## config.mk

```make
export PLATFORM = sky130hd
export DESIGN_NAME = pcint_top
export DESIGN_NICKNAME = d
export VERILOG_FILES = /design/src/pkg/pcint_pkg.sv /design/src/design/pcint_top.sv
export SDC_FILE = /design/constraint.sdc
export NUM_CORES = 1
export LEC_CHECK = 0
export ABC_AREA = 1
export ABC_CLOCK_PERIOD_IN_PS = 1500
export BUFFER_PORTS_ARGS = -buffer_cell sky130_fd_sc_hd__buf_2
export CAP_MARGIN = 30
export CORE_MARGIN = 2
export CORE_UTILIZATION = 30
export DETAILED_ROUTE_END_ITERATION = 16
export PLACE_DENSITY_LB_ADDON = 0.08
export SLEW_MARGIN = 20
export SYNTH_ARGS = -nofsm -noshare
export SYNTH_HDL_FRONTEND = slang
export SYNTH_SLANG_ARGS = --single-unit
```

## constraint.sdc

```tcl
create_clock -name sys_clk -period 1.5 [get_ports sys_clk]
set_input_delay 0.225 -clock sys_clk [delete_from_list [all_inputs] [get_ports sys_clk]]
set_output_delay 0.225 -clock sys_clk [all_outputs]
set_load 0.05 [all_outputs]
```

## src/pkg/pcint_pkg.sv

```systemverilog
`default_nettype none
package pcint_pkg;
	// ************************************************
	// Register map (byte addresses, one word each)
	// ************************************************
	localparam logic [7:0] ADDR_PA_RISE = 8'h00;
	localparam logic [7:0] ADDR_PA_FALL = 8'h04;
	localparam logic [7:0] ADDR_PA_FLAG = 8'h08;
	localparam logic [7:0] ADDR_PB_RISE = 8'h0C;
	localparam logic [7:0] ADDR_PB_FALL = 8'h10;
	localparam logic [7:0] ADDR_PB_FLAG = 8'h14;
	localparam logic [7:0] ADDR_PC_RISE = 8'h18;
	localparam logic [7:0] ADDR_PC_FALL = 8'h1C;
	localparam logic [7:0] ADDR_PC_FLAG = 8'h20;
	localparam logic [7:0] ADDR_CTRL = 8'h24;
	// ************************************************
	// Implemented bit masks and fields
	// ************************************************
	localparam logic [7:0] MASK_PA = 8'h3F;
	localparam logic [7:0] MASK_PB_LARGE = 8'hF0;
	localparam logic [7:0] MASK_PC_SMALL = 8'h3F;
	localparam logic [7:0] MASK_PC_LARGE = 8'hFF;
	localparam logic [7:0] RESET_VAL = 8'h00;
	localparam int CTRL_MASTER_BIT = 0;
	localparam int CTRL_SUMMARY_BIT = 1;
	localparam int CTRL_SLEEP_BIT = 2;
	// ************************************************
	// Per-port configuration carrier
	// ************************************************
	typedef struct packed {
		logic [7:0] rise;
		logic [7:0] fall;
		logic [7:0] flag;
	} pcint_port_t;
endpackage : pcint_pkg
`default_nettype wire

```

## src/design/pcint_top.sv

```systemverilog
// Functional notes
// - With master enable set, an enabled edge raises the request and wakes the core.
// - An edge during sleep is flagged before the core resumes execution.
// - Port A rising enables for pins 0 to 5.
// - Port A falling enables for pins 0 to 5.
// - Port A flags set on enabled edges, stay until software clears.
// - Port B rising enables pins 4 to 7, large variant only; 3..0 absent.
// - Port B falling enables pins 4 to 7, large variant only.
// - Port B flags set on enabled edges, held until cleared.
// - Port C rising enables pins 0 to 7; 6 and 7 large variant only.
// - Port C falling enables pins 0 to 7; 6 and 7 large variant only.
// - Port C flags set on enabled edges, cleared only by writing zero.
// - Flags read/write plus hardware set; all bits reset to zero.
// - Unimplemented bits ignore writes and read zero.
// - Summary flag is OR of every pin flag.
// - Edge during a clearing write leaves the flag set.
// - Detection continues with master enable clear; only request and wake suppressed.
// - Both enables set flag edges of either polarity.
`default_nettype none
module pcint_top #(
	parameter bit LARGE_VARIANT = 1'b1
) (
	// Clock and reset
	input wire logic sys_clk,
	input wire logic rstn,
	// APB slave
	input wire logic psel,
	input wire logic penable,
	input wire logic pwrite,
	input wire logic [7:0] paddr,
	input wire logic [31:0] pwdata,
	output logic [31:0] prdata,
	output logic pready,
	output logic pslverr,
	// Port pins
	input wire logic [7:0] porta_pin,
	input wire logic [7:0] portb_pin,
	input wire logic [7:0] portc_pin,
	// Core side
	input wire logic core_sleeping,
	output logic change_irq,
	output logic core_wake
);
	// ************************************************
	// Decode helpers
	// ************************************************
	function automatic logic [3:0] pcint_decode(input logic [7:0] addr);
		case (addr)
			pcint_pkg::ADDR_PA_RISE: pcint_decode = 4'h0;
			pcint_pkg::ADDR_PA_FALL: pcint_decode = 4'h1;
			pcint_pkg::ADDR_PA_FLAG: pcint_decode = 4'h2;
			pcint_pkg::ADDR_PB_RISE: pcint_decode = 4'h3;
			pcint_pkg::ADDR_PB_FALL: pcint_decode = 4'h4;
			pcint_pkg::ADDR_PB_FLAG: pcint_decode = 4'h5;
			pcint_pkg::ADDR_PC_RISE: pcint_decode = 4'h6;
			pcint_pkg::ADDR_PC_FALL: pcint_decode = 4'h7;
			pcint_pkg::ADDR_PC_FLAG: pcint_decode = 4'h8;
			pcint_pkg::ADDR_CTRL: pcint_decode = 4'h9;
			default: pcint_decode = 4'hF;
		endcase
	endfunction : pcint_decode

	localparam logic [7:0] MASK_PB = LARGE_VARIANT ? pcint_pkg::MASK_PB_LARGE : 8'h00;
	localparam logic [7:0] MASK_PC = LARGE_VARIANT ? pcint_pkg::MASK_PC_LARGE : pcint_pkg::MASK_PC_SMALL;

	logic [3:0] sel;
	logic wr_en;
	logic rd_en;
	assign sel = pcint_decode(paddr);
	assign wr_en = psel && penable && pwrite && pready;
	assign rd_en = psel && penable && !pwrite && !pready;

	// ************************************************
	// Pin sampling and edge detection
	// ************************************************
	logic [23:0] pin_sync1_reg;
	logic [23:0] pin_sync2_reg;
	logic [23:0] pin_prev_reg;
	logic [23:0] rise_det;
	logic [23:0] fall_det;
	logic [23:0] set_req;
	logic [23:0] imp_mask;
	pcint_pkg::pcint_port_t [2:0] port;
	logic [2:0][7:0] rise_reg;
	logic [2:0][7:0] fall_reg;
	logic [2:0][7:0] flag_reg;

	assign imp_mask = {MASK_PC, MASK_PB, pcint_pkg::MASK_PA};

	always_ff @(posedge sys_clk or negedge rstn)
	begin
		if (!rstn)
		begin
			pin_sync1_reg <= 24'h000000;
			pin_sync2_reg <= 24'h000000;
			pin_prev_reg <= 24'h000000;
		end
		else
		begin
			pin_sync1_reg <= {portc_pin, portb_pin, porta_pin};
			pin_sync2_reg <= pin_sync1_reg;
			pin_prev_reg <= pin_sync2_reg;
		end
	end

	// First sample after reset equals reset value; a pin held high reads as one rising edge
	assign rise_det = pin_sync2_reg & ~pin_prev_reg;
	assign fall_det = ~pin_sync2_reg & pin_prev_reg;

	genvar gp;
	generate
		for (gp = 0; gp < 3; gp++)
		begin : g_port
			// Carrier is assembled from separate banks so each bank has a single writer
			assign port[gp] = {rise_reg[gp], fall_reg[gp], flag_reg[gp]};
			// Either enable arms its own polarity; both together catch any edge
			assign set_req[gp*8 +: 8] = ((rise_det[gp*8 +: 8] & port[gp].rise) |
				(fall_det[gp*8 +: 8] & port[gp].fall)) & imp_mask[gp*8 +: 8];
		end
	endgenerate

	// ************************************************
	// Enable registers
	// ************************************************
	always_ff @(posedge sys_clk or negedge rstn)
	begin
		if (!rstn)
		begin
			for (int i = 0; i < 3; i++)
			begin
				rise_reg[i] <= pcint_pkg::RESET_VAL;
				fall_reg[i] <= pcint_pkg::RESET_VAL;
			end
		end
		else if (wr_en)
		begin
			for (int i = 0; i < 3; i++)
			begin
				if (sel == 4'(3*i))
					rise_reg[i] <= pwdata[7:0] & imp_mask[i*8 +: 8];
				if (sel == 4'(3*i + 1))
					fall_reg[i] <= pwdata[7:0] & imp_mask[i*8 +: 8];
			end
		end
	end

	// ************************************************
	// Flag registers
	// ************************************************
	always_ff @(posedge sys_clk or negedge rstn)
	begin
		if (!rstn)
		begin
			for (int i = 0; i < 3; i++)
				flag_reg[i] <= pcint_pkg::RESET_VAL;
		end
		else
		begin
			for (int i = 0; i < 3; i++)
			begin
				// Hardware set wins over a clearing write in the same cycle
				if (wr_en && sel == 4'(3*i + 2))
					flag_reg[i] <= (pwdata[7:0] | set_req[i*8 +: 8]) & imp_mask[i*8 +: 8];
				else
					flag_reg[i] <= flag_reg[i] | set_req[i*8 +: 8];
			end
		end
	end

	// ************************************************
	// Master enable, summary, request and wake
	// ************************************************
	logic master_en_reg;
	logic summary;
	assign summary = |{port[2].flag, port[1].flag, port[0].flag};

	always_ff @(posedge sys_clk or negedge rstn)
	begin
		if (!rstn)
			master_en_reg <= 1'b0;
		else if (wr_en && sel == 4'h9)
			master_en_reg <= pwdata[pcint_pkg::CTRL_MASTER_BIT];
	end

	// Request follows flags registered once; flags already hold before wake is seen
	always_ff @(posedge sys_clk or negedge rstn)
	begin
		if (!rstn)
		begin
			change_irq <= 1'b0;
			core_wake <= 1'b0;
		end
		else
		begin
			change_irq <= master_en_reg && summary;
			core_wake <= master_en_reg && summary && core_sleeping;
		end
	end

	// ************************************************
	// APB read path
	// ************************************************
	logic [7:0] rd_byte;
	always_comb
	begin
		case (sel)
			4'h0: rd_byte = port[0].rise;
			4'h1: rd_byte = port[0].fall;
			4'h2: rd_byte = port[0].flag;
			4'h3: rd_byte = port[1].rise;
			4'h4: rd_byte = port[1].fall;
			4'h5: rd_byte = port[1].flag;
			4'h6: rd_byte = port[2].rise;
			4'h7: rd_byte = port[2].fall;
			4'h8: rd_byte = port[2].flag;
			4'h9: rd_byte = {5'h00, core_sleeping, summary, master_en_reg};
			default: rd_byte = 8'h00;
		endcase
	end

	// One wait state: access phase cycle 1 answers, cycle 2 completes
	// Writes land at the completing edge, one edge after pready rises
	always_ff @(posedge sys_clk or negedge rstn)
	begin
		if (!rstn)
		begin
			prdata <= 32'h00000000;
			pready <= 1'b0;
			pslverr <= 1'b0;
		end
		else
		begin
			pready <= psel && penable && !pready;
			pslverr <= psel && penable && !pready && sel == 4'hF;
			if (rd_en)
				prdata <= {24'h000000, rd_byte};
		end
	end

	// ************************************************
	// Checks
	// ************************************************
	property p_edge_flags;
		@(posedge sys_clk) disable iff (!rstn)
		set_req[0] |=> port[0].flag[0];
	endproperty
	a_edge_flags: assert property (p_edge_flags) else $error("edge did not set flag");

	property p_flag_holds;
		@(posedge sys_clk) disable iff (!rstn)
		port[2].flag[3] && !(wr_en && sel == 4'h8) |=> port[2].flag[3];
	endproperty
	a_flag_holds: assert property (p_flag_holds) else $error("flag lost without clear");

	property p_set_beats_clear;
		@(posedge sys_clk) disable iff (!rstn)
		wr_en && sel == 4'h2 && set_req[1] |=> port[0].flag[1];
	endproperty
	a_set_beats_clear: assert property (p_set_beats_clear) else $error("clear beat set");

	property p_unimpl_zero;
		@(posedge sys_clk) disable iff (!rstn)
		1'b1 |-> (port[0].rise[7:6] == 2'b00) && (port[1].fall[3:0] == 4'h0) && (port[0].flag[7:6] == 2'b00);
	endproperty
	a_unimpl_zero: assert property (p_unimpl_zero) else $error("unimplemented bit set");

	property p_irq_gated;
		@(posedge sys_clk) disable iff (!rstn)
		change_irq |-> $past(master_en_reg) && $past(summary);
	endproperty
	a_irq_gated: assert property (p_irq_gated) else $error("request without enable");

	property p_irq_follows;
		@(posedge sys_clk) disable iff (!rstn)
		master_en_reg && summary |=> change_irq;
	endproperty
	a_irq_follows: assert property (p_irq_follows) else $error("request missing");

	property p_single_detect;
		@(posedge sys_clk) disable iff (!rstn)
		rise_det[0] |=> !rise_det[0];
	endproperty
	a_single_detect: assert property (p_single_detect) else $error("edge detected twice");

	property p_pin_to_flag;
		@(posedge sys_clk) disable iff (!rstn)
		$rose(porta_pin[2]) && port[0].rise[2] ##1 port[0].rise[2] ##1 port[0].rise[2]
			|=> ##1 port[0].flag[2];
	endproperty
	a_pin_to_flag: assert property (p_pin_to_flag) else $error("pin edge not flagged");

	property p_wake_after_flag;
		@(posedge sys_clk) disable iff (!rstn)
		core_wake |-> summary || $past(summary);
	endproperty
	a_wake_after_flag: assert property (p_wake_after_flag) else $error("wake before flag");

	property p_rise_write;
		@(posedge sys_clk) disable iff (!rstn)
		wr_en && sel == 4'h0 |=> port[0].rise == ($past(pwdata[7:0]) & pcint_pkg::MASK_PA);
	endproperty
	a_rise_write: assert property (p_rise_write) else $error("rise enable write wrong");

	property p_fall_write;
		@(posedge sys_clk) disable iff (!rstn)
		wr_en && sel == 4'h1 |=> port[0].fall == ($past(pwdata[7:0]) & pcint_pkg::MASK_PA);
	endproperty
	a_fall_write: assert property (p_fall_write) else $error("fall enable write wrong");

	property p_pb_low_zero;
		@(posedge sys_clk) disable iff (!rstn)
		1'b1 |-> (port[1].rise[3:0] == 4'h0) && (port[1].flag[3:0] == 4'h0);
	endproperty
	a_pb_low_zero: assert property (p_pb_low_zero) else $error("absent port bit set");

	property p_pb_fall_flag;
		@(posedge sys_clk) disable iff (!rstn)
		fall_det[12] && port[1].fall[4] |=> port[1].flag[4];
	endproperty
	a_pb_fall_flag: assert property (p_pb_fall_flag) else $error("falling edge not flagged");

	property p_pc_fall_flag;
		@(posedge sys_clk) disable iff (!rstn)
		fall_det[23] && port[2].fall[7] |=> port[2].flag[7];
	endproperty
	a_pc_fall_flag: assert property (p_pc_fall_flag) else $error("falling edge not flagged");

	property p_no_spurious_flag;
		@(posedge sys_clk) disable iff (!rstn)
		!set_req[0] && !(wr_en && sel == 4'h2) && !port[0].flag[0] |=> !port[0].flag[0];
	endproperty
	a_no_spurious_flag: assert property (p_no_spurious_flag) else $error("flag set without edge");

	property p_flag_write_clears;
		@(posedge sys_clk) disable iff (!rstn)
		wr_en && sel == 4'h8 && pwdata[7:0] == 8'h00 && set_req[23:16] == 8'h00 |=> port[2].flag == 8'h00;
	endproperty
	a_flag_write_clears: assert property (p_flag_write_clears) else $error("flag not cleared");

	property p_wake_gated;
		@(posedge sys_clk) disable iff (!rstn)
		!master_en_reg || !core_sleeping |=> !core_wake;
	endproperty
	a_wake_gated: assert property (p_wake_gated) else $error("wake without enable");
endmodule : pcint_top
`default_nettype wire

```

==> impl_metrics.json, run 1 <==
{
  "dr.pass1.iters": 5,
  "core_sq_um": 16640,
  "overflow": 0,
  "leakagePower_nw": 3.317,
  "final_core_util_pct": 40.33,
  "cts_made_buffers": 17,
  "vias": 3978,
  "clockBufferDepth": 2,
  "critPathArrivalTime_ns": 1.66,
  "worst_hold_slack_ns": 0.04228,
  "ys_ff_latch": 121,
  "fill_cells": 1635,
  "drc": 0,
  "grt_max_degree": 86,
  "dp_hpwl_um": 9533,
  "drt_iter0_drc": 265,
  "wl_per_cell_um": 14.16,
  "r2r_start": "pready$_DFF_PN0_",
  "path_max_fanout": 10,
  "netlist_instances": 559,
  "fp-row-count": 47,
  "final.period_utilization_pct": 91.75,
  "async_reset_ff_share_pct": 100.0,
  "startpoint_type": "flip-flop",
  "finalSetupViolCount": 0,
  "ys_types": 25,
  "ys_top_cells_by_area": "dfrtp_1 59%, nand2_1 13%, nand3_1 4.1%, buf_4 3.7%, inv_1 3.6%",
  "hp-class": "in -> reg",
  "max_freq_mhz": 726.6,
  "clk_latency_ns": 0.42,
  "clock_sinks": 121,
  "hold_viol": 0,
  "die_height_um": 134.5,
  "nets": 755,
  "io_pins": 106,
  "port_buffers": 51,
  "synth_top_area_cell": "dfrtp_1",
  "netlist_area_sq_um": 5110,
  "worst-setup-path-type": "reg -> reg",
  "ys_seq_area_share_pct": 59.26,
  "cts_tree": "built",
  "cap_viol_max_count": 0,
  "syn_to_final_growth_pct": 31.34,
  "cp-startpoint": "pready$_DFF_PN0_",
  "antenna_left": 0,
  "drive_gt1_share_pct": 22.81,
  "yosysMostFrequentCell": "nand2_1",
  "cts_root_buf": "clkbuf_16",
  "min_from": "core_sleeping",
  "yosys-top-cells-count": "177 x nand2_1, 121 x dfrtp_1, 49 x inv_1",
  "outcome": "completed",
  "skew_ns": 0.01692,
  "grt_usage_pct": 15.86,
  "antennaDiodeCount": 0,
  "synth_top_area_share_pct": 59.26,
  "required_ns": 1.78,
  "synth_ff_type": "dfrtp_1",
  "grt_pass1_wl_um": 21560,
  "fp.dieW_um": 134.5,
  "start_util_pct": 30.70,
  "min_period_ns": 1.376,
  "synth.avg_cell_area_sq_um": 9.141,
  "synth_edf_count": 0,
  "end_kind": "flip-flop",
  "power_density_nw_per_um2": 1217,
  "clkTransAtPathRegs_ns": 0.05,
  "ir_worst_vdd_mv": 0.7287,
  "r2r_setup_slack_ns": 0.12,
  "yosysWarnings": 0,
  "drv_slew": 0,
  "gp_congestion": 0.8424,
  "rsz0062_at_grt": "yes",
  "antenna_found_initial": 0,
  "dieArea_sq_um": 18090,
  "viasPerCell": 4.338,
  "wl_um": 12990,
  "grt_pass1_vias": 3963,
  "h-tree-depth": 4
}
[routing by layer]
layer	vias to the layer above	global-route usage [%]	share of wire, %
met3	11	4.542	4.6
met2	105	22.73	43
met4	0	6.550	1.4
li1	2007	-	-
met1	1855	22.50	51
met5	-	0	0
[what timing repair did]
item                                    CTS  global route
buffers inserted                          0             2
endpoints found under the setup margin    0             9
hold endpoints to repair                139             0
gates resized for setup                   0             6
hold buffers                             19             0
[layout make-up]
cell class | instances | area, sq um | area share [%]
Sequential cell | 121 | 3029 | 45.13
Multi-Input combinational cell | 378 | 1763 | 26.27
Timing Repair Buffer | 115 | 827.0 | 12.32
Clock buffer | 22 | 474.2 | 7.066
Tap cell | 220 | 275.3 | 4.101
Inverter | 52 | 197.7 | 2.946
Clock inverter | 9 | 145.1 | 2.163
[placed cells by master (no fill, tap or decap), drive strengths merged]
cell type	instances
clkbuf	22
nand3	44
nand2	179
o211ai	6
o21ai	38
or2	2
inv	52
o2111ai	13
nand3b	5
buf	96
nor2	54
dlygate4sd3	19
a31oi	6
dfrtp	121
bufinv	4
clkinv	5
conb	24
nor3	5
o41ai	1
a21oi	1
[power by group]
group	total [mW]	internal, mW	switching [mW]
logic	0.472	0.130	0.342
registers	3.40	3.36	0.0452
clock network	4.30	2.88	1.41
[per-stage QoR]
step                area, sq um  power, mW  setup TNS (ns)  setup WS (ns)  std cells
floorplan                  5200      3.732         -0.5784       -0.07391        582
global placement           5869      3.893          -1.461       -0.09779        865
detailed placement         5869      3.899          -2.041        -0.1413        865
CTS                        6679      8.284               0        0.05744        915
global route               6711      8.499       -0.002424      -0.002424        917
finish                     6711      8.170               0         0.1238        917
[critical path, cell delays in order (launching register included)]
cell and delay [ns]:
dfrtp_2 0.37, inv_2 0.04, nor3_4 0.19, buf_12 0.16
inv_2 0.05, nor2_4 0.14, inv_4 0.11, nand2_1 0.07
o2111ai_1 0.09
[logic make-up after synthesis]
| logic type | Yosys count | share of synthesized area [%] |
|---|---|---|
| AO/OA/AOI/OAI | 65 | 8.423 |
| AND/OR/NAND/NOR | 289 | 24.05 |
| flip-flops | 121 | 59.26 |
| other | 1 | 0.07339 |
| buffers and inverters | 83 | 8.203 |
[final timing paths]
check                                        endpoint  cells after the start
setup / recovery               flag_reg[16]$_DFF_PN0_                      8
hold / removal                    core_wake$_DFF_PN0_                      3
setup reg to reg               flag_reg[16]$_DFF_PN0_                      8
hold reg to reg            pin_sync2_reg[1]$_DFF_PN0_                      0
max in group asynchronous            pready$_DFF_PN0_                      3
min in group asynchronous      flag_reg[13]$_DFF_PN0_                      3
No activity file was read; power rests on OpenSTA's default activity.
==> run 2: changes to the inputs <==
==> constraint.sdc (replaced) <==
create_clock -name sys_clk -period 1.5 [get_ports sys_clk]
set_input_delay 0.3 -clock sys_clk [delete_from_list [all_inputs] [get_ports sys_clk]]
set_output_delay 0.3 -clock sys_clk [all_outputs]
set_load 0.05 [all_outputs]
==> run 2 against run 1 <==
Die area unchanged. Combinational power increased by 4%. First-iteration DRC count increased by 9.1%. Clock-buffer cell count decreased by 3. Via count increased by 2.5%. Routed wire length increased by 0.83%. Design area increased by 1.6%. Highest routed layer unchanged. Worst hold slack improved by 0.075 ns. Final cell count increased by 0.65%.
==> impl_metrics.json, run 2 (synthesis results as in run 1) <==
{
  "preCtsSetupSlack_ns": -0.1833,
  "dieArea_sq_um": 18090,
  "min_period_ns": 1.391,
  "dr.pass1.iters": 4,
  "end_kind": "flip-flop",
  "clkTransAtPathRegs_ns": 0.06,
  "pwr-share-clk_pct": 54.4,
  "drive_gt1_share_pct": 23.90,
  "r2r_setup_slack_ns": 0.11,
  "clock_sinks": 121,
  "rsz0062_at_grt": "yes",
  "final.period_utilization_pct": 92.76,
  "outcome": "completed",
  "cap_viol_max_count": 0,
  "die_height_um": 134.5,
  "final_core_util_pct": 40.97,
  "power_density_nw_per_um2": 1250,
  "finalSetupViolCount": 0,
  "antenna_found_initial": 0,
  "antenna_left": 0,
  "antennaDiodeCount": 0,
  "dp_hpwl_um": 9641,
  "switching_share_pct": 21.58,
  "final_area_sq_um": 6818,
  "grt_pass1_wl_um": 21760,
  "viasPerCell": 4.416,
  "post_dp_cell_area_sq_um": 5927,
  "cts_made_buffers": 17,
  "fin_tns_setup_ns": 0,
  "skew_ns": 0.007032,
  "max_freq_mhz": 718.7,
  "ff_latch_area_sq_um": 3029,
  "core_sq_um": 16640,
  "leakagePower_nw": 3.359,
  "fp-row-count": 47,
  "required_ns": 1.79,
  "nets": 760,
  "grt_max_degree": 50,
  "worst-setup-path-type": "reg -> reg",
  "grt_usage_pct": 15.98,
  "path_max_fanout": 9,
  "worst_slack_ns": 0.1086,
  "drv_slew": 0,
  "final_common_cell": "nand2_1",
  "gp_congestion": 0.8229,
  "p_int_mw": 6.684,
  "final_cell_mix": "174 x nand2_1, 120 x dfrtp_1, 50 x buf_2",
  "overflow": 0,
  "cts_tree": "built",
  "clk_latency_ns": 0.42,
  "seqPwrFrac_pct": 39.9,
  "cts_root_buf": "clkbuf_16",
  "port_buffers": 51,
  "multi_input_area_sq_um": 1763,
  "startpoint_type": "flip-flop",
  "drt_iter0_drc": 289,
  "fill_cells": 1671,
  "worst_hold_slack_ns": 0.1170,
  "start_util_pct": 30.70,
  "hp-class": "in -> reg",
  "clockBufferDepth": 2,
  "fp.dieW_um": 134.5,
  "grt_pass1_vias": 4064,
  "critPathArrivalTime_ns": 1.68,
  "drc": 0,
  "syn_to_final_growth_pct": 33.42,
  "share_comb_of_total_power_pct": 5.7,
  "hold_viol": 0,
  "io_pins": 106,
  "ir_worst_vdd_mv": 0.7456,
  "power.switching_mw": 1.840,
  "h-tree-depth": 4,
  "wl_um": 13100,
  "wl_per_cell_um": 14.19,
  "vias": 4076
}
## run 2: cell count changes in the layout (fill, tap and decap cells not counted), sizes merged
cell      change
buf           +5
bufinv        +2
clkbuf        -3
clkinv        -1
clkinvlp      +3
## run 2: per-layer routing
layer	vias to the layer above	wire length [um]	share of wire, %	GRT usage [%]
li1	2028	-	-	-
met5	-	0	0	0
met4	0	262	2.0	6.550
met2	109	5663	43	23.53
met3	22	627	4.8	4.392
met1	1917	6543	50	22.28
## run 2: cell type report
type,instances,share of cell area (%)
Sequential cell,121,44.43
Multi-Input combinational cell,378,25.86
Timing Repair Buffer,120,12.86
Clock buffer,19,6.643
Tap cell,220,4.037
Clock inverter,13,3.267
Inverter,52,2.900
## run 2: through the flow
stage               cells  power, mW
floorplan             582      3.732
global placement      871      3.911
detailed placement    871      3.916
CTS                   922      8.661
global route          923      8.873
finish                923      8.524
## run 2: power by group through the flow
stage	clock network (mW)	registers (mW)	logic (mW)
2_1_floorplan	0	3.47	0.266
6_report	4.64	3.40	0.489
4_1_cts	4.76	3.40	0.498
3_5_place_dp	0	3.46	0.459
3_3_place_gp	0	3.45	0.456
5_1_grt	4.92	3.41	0.542
## run 2: timing repair
| action | CTS | global route |
|---|---|---|
| hold buffers | 19 | 0 |
| buffers inserted | 0 | 1 |
| gates resized for setup | 0 | 8 |
| endpoints found under the hold margin | 36 | 0 |
| setup endpoints to repair | 0 | 17 |
## run 2: path summary, 6_finish.rpt
kind	from	endpoint	cells after the start
max in group asynchronous	rstn	pin_sync1_reg[18]$_DFF_PN0_	3
max reg2reg	pready$_DFF_PN0_	flag_reg[22]$_DFF_PN0_	8
min in group asynchronous	rstn	port[69]$_DFFE_PN0P_	2
min	core_sleeping	core_wake$_DFF_PN0_	3
max	pready$_DFF_PN0_	flag_reg[22]$_DFF_PN0_	8
min reg2reg	pin_sync1_reg[0]$_DFF_PN0_	pin_sync2_reg[0]$_DFF_PN0_	0
## run 2: critical path, cell delays in order, from the launching register on
cell and delay [ns]:
dfrtp_2 0.37, inv_2 0.04, nor3_4 0.21, buf_12 0.16
inv_2 0.04, nor2_4 0.15, inv_4 0.10, nand2_1 0.07
o2111ai_1 0.10
==> run 3: changes to the inputs <==
--- a/config.mk
+++ b/config.mk
@@ -8,11 +8,11 @@
 export ABC_AREA = 1
 export ABC_CLOCK_PERIOD_IN_PS = 1500
 export BUFFER_PORTS_ARGS = -buffer_cell sky130_fd_sc_hd__buf_2
-export CAP_MARGIN = 30
 export CORE_MARGIN = 2
 export CORE_UTILIZATION = 30
 export DETAILED_ROUTE_END_ITERATION = 16
 export PLACE_DENSITY_LB_ADDON = 0.08
+export RECOVER_POWER = 100
 export SLEW_MARGIN = 20
 export SYNTH_ARGS = -nofsm -noshare
 export SYNTH_HDL_FRONTEND = slang
==> run 3 against run 2 <==
Register-to-register slack about the same. Clock skew increased by 0.0013 ns. Total power down 0.12%. Global-route usage unchanged. Worst hold slack better by 0.0023 ns. Maximum frequency decreased by 0.69%. Combinational power fell by 2%. Die area is the same. Highest routed layer unchanged.
==> impl_metrics.json, run 3 (synthesis results as in run 1) <==
{
  "outcome": "completed",
  "grt_usage_pct": 15.98,
  "grt_pass1_wl_um": 21760,
  "worstReg2RegEnd": "flag_reg[16]$_DFF_PN0_",
  "power_density_nw_per_um2": 1254,
  "fill_cells": 1674,
  "clk_latency_ns": 0.42,
  "preCtsSetupSlack_ns": -0.1833,
  "core_sq_um": 16640,
  "nets": 760,
  "drt_iter0_drc": 240,
  "min_from": "core_sleeping",
  "io_pins": 106,
  "pwr-share-clk_pct": 54.4,
  "end_kind": "flip-flop",
  "fp.dieW_um": 134.5,
  "port_buffers": 51,
  "overflow": 0,
  "critPathArrivalTime_ns": 1.68,
  "drive_gt1_share_pct": 23.61,
  "min_period_ns": 1.401,
  "dp_hpwl_um": 9641,
  "drc": 0,
  "skew_ns": 0.008358,
  "antennaDiodeCount": 0,
  "final_common_cell": "nand2_1",
  "min_to": "core_wake$_DFF_PN0_",
  "antenna_left": 0,
  "worst-setup-path-type": "reg -> reg",
  "fp-row-count": 47,
  "final.period_utilization_pct": 93.41,
  "wl_per_cell_um": 14.22,
  "power.total_mw": 8.513,
  "r2r_cells": 8,
  "finalSetupViolCount": 0,
  "path_max_fanout": 9,
  "gp_congestion": 0.8229,
  "cts_made_buffers": 17,
  "h-tree-depth": 4,
  "startpoint_type": "flip-flop",
  "rsz0062_at_grt": "yes",
  "dieArea_sq_um": 18090,
  "worst_slack_ns": 0.09889,
  "hold_viol": 0,
  "ff_latch_area_sq_um": 3029,
  "grt_max_degree": 50,
  "leakagePower_nw": 3.349,
  "syn_to_final_growth_pct": 32.88,
  "dr.pass1.iters": 4,
  "worstMarginPinSlew_ns": 0.5161,
  "required_ns": 1.78,
  "r2r_start": "pready$_DFF_PN0_",
  "viasPerCell": 4.414,
  "drv_slew": 0,
  "max_freq_mhz": 713.7,
  "clkTransAtPathRegs_ns": 0.05,
  "grt_pass1_vias": 4064,
  "cap_viol_max_count": 0,
  "switching_share_pct": 21.57,
  "clockBufferDepth": 2,
  "hp-class": "in -> reg",
  "ir_worst_vdd_mv": 0.7459,
  "power.switching_mw": 1.836,
  "multi_input_area_sq_um": 1758,
  "seqPwrFrac_pct": 39.9,
  "die_height_um": 134.5,
  "antenna_found_initial": 0,
  "cts_root_buf": "clkbuf_16",
  "p_int_mw": 6.677,
  "start_util_pct": 30.70,
  "hold-path-cell-count": 3,
  "worst_hold_slack_ns": 0.1193,
  "share_comb_of_total_power_pct": 5.6,
  "final_cell_mix": "174 x nand2_1, 120 x dfrtp_1, 48 x buf_2",
  "clock_sinks": 121,
  "cts_tree": "built",
  "r2r_setup_slack_ns": 0.1,
  "vias": 4074,
  "relSlewSlack_pct": 65.60,
  "wl_um": 13130
}
-- run 3: changes by cell type in the layout (fill, tap and decap cells not counted) --
cell,before,now
buf_4,46,43
nor2_2,8,6
clkbuf_4,0,1
nor2_1,44,46
buf_6,1,3
buf_2,50,48
buf_12,4,2
clkbuf_2,0,4
-- run 3: what timing repair did --
| action | in CTS | in global routing |
|---|---|---|
| buffers inserted | 0 | 1 |
| setup endpoints to repair | 0 | 17 |
| endpoints found under the hold margin | 36 | 0 |
| resized for setup | 0 | 8 |
| hold buffers | 19 | 0 |
-- run 3: critical path, cell delays in order, from the launching register on --
cell and delay, ns:
dfrtp_2 0.37, inv_2 0.04, nor3_4 0.21, buf_12 0.16, inv_2 0.04, nor2_4 0.15, inv_4 0.11, nand2_1 0.07
o2111ai_1 0.09
-- run 3: layer usage --
metal  vias to the layer above  GRT usage [%]  routed length (um)
li1                       2023              -                   -
met1                      1926          22.28                6467
met2                       110          23.53                5727
met3                        15          4.392                 730
met4                         0          6.550                 200
met5                         -              0                   0
-- run 3: worst max-delay path by stage --
stage                      from                      to  slack [ns]  depth (start not counted)
5_1_grt        pready$_DFF_PN0_  flag_reg[16]$_DFF_PN0_       -0.02                          8
6_report       pready$_DFF_PN0_  flag_reg[16]$_DFF_PN0_         0.1                          8
3_3_place_gp           paddr[1]  flag_reg[13]$_DFF_PN0_       -0.15                          7
4_1_cts        pready$_DFF_PN0_  flag_reg[12]$_DFF_PN0_        0.04                          7
3_5_place_dp           paddr[1]  flag_reg[12]$_DFF_PN0_       -0.18                          7
2_1_floorplan  pready$_DFF_PN0_  flag_reg[16]$_DFF_PN0_       -0.07                          7
-- run 3: stage by stage --
step / util, % / cell area (sq um) / cells / TNS (ns)
2_1_floorplan: - / 5200 / 582 / -0.5784
3_3_place_gp: 35.61 / 5927 / 871 / -3.436
3_5_place_dp: 35.61 / 5927 / 871 / -4.706
4_1_cts: 40.82 / 6793 / 922 / 0
5_1_grt: 40.80 / 6790 / 923 / -0.04176
6_report: 40.80 / 6790 / 923 / 0
-- run 3: area by class of cell --
| cell class | instances | area share [%] |
|---|---|---|
| clock buffer | 19 | 6.670 |
| clock inverter | 13 | 3.280 |
| inverter | 52 | 2.911 |
| multi-input combinational | 378 | 25.89 |
| sequential | 121 | 44.61 |
| tap | 220 | 4.054 |
| timing repair buffer | 120 | 12.59 |
-- run 3: power by group through the flow --
stage / registers (mW) / logic [mW] / clock network [mW]
after global placement: 3.45 / 0.456 / 0
after CTS: 3.40 / 0.498 / 4.76
after global routing: 3.41 / 0.534 / 4.92
final: 3.40 / 0.480 / 4.63
after floorplan: 3.47 / 0.266 / 0
after detailed placement: 3.46 / 0.459 / 0
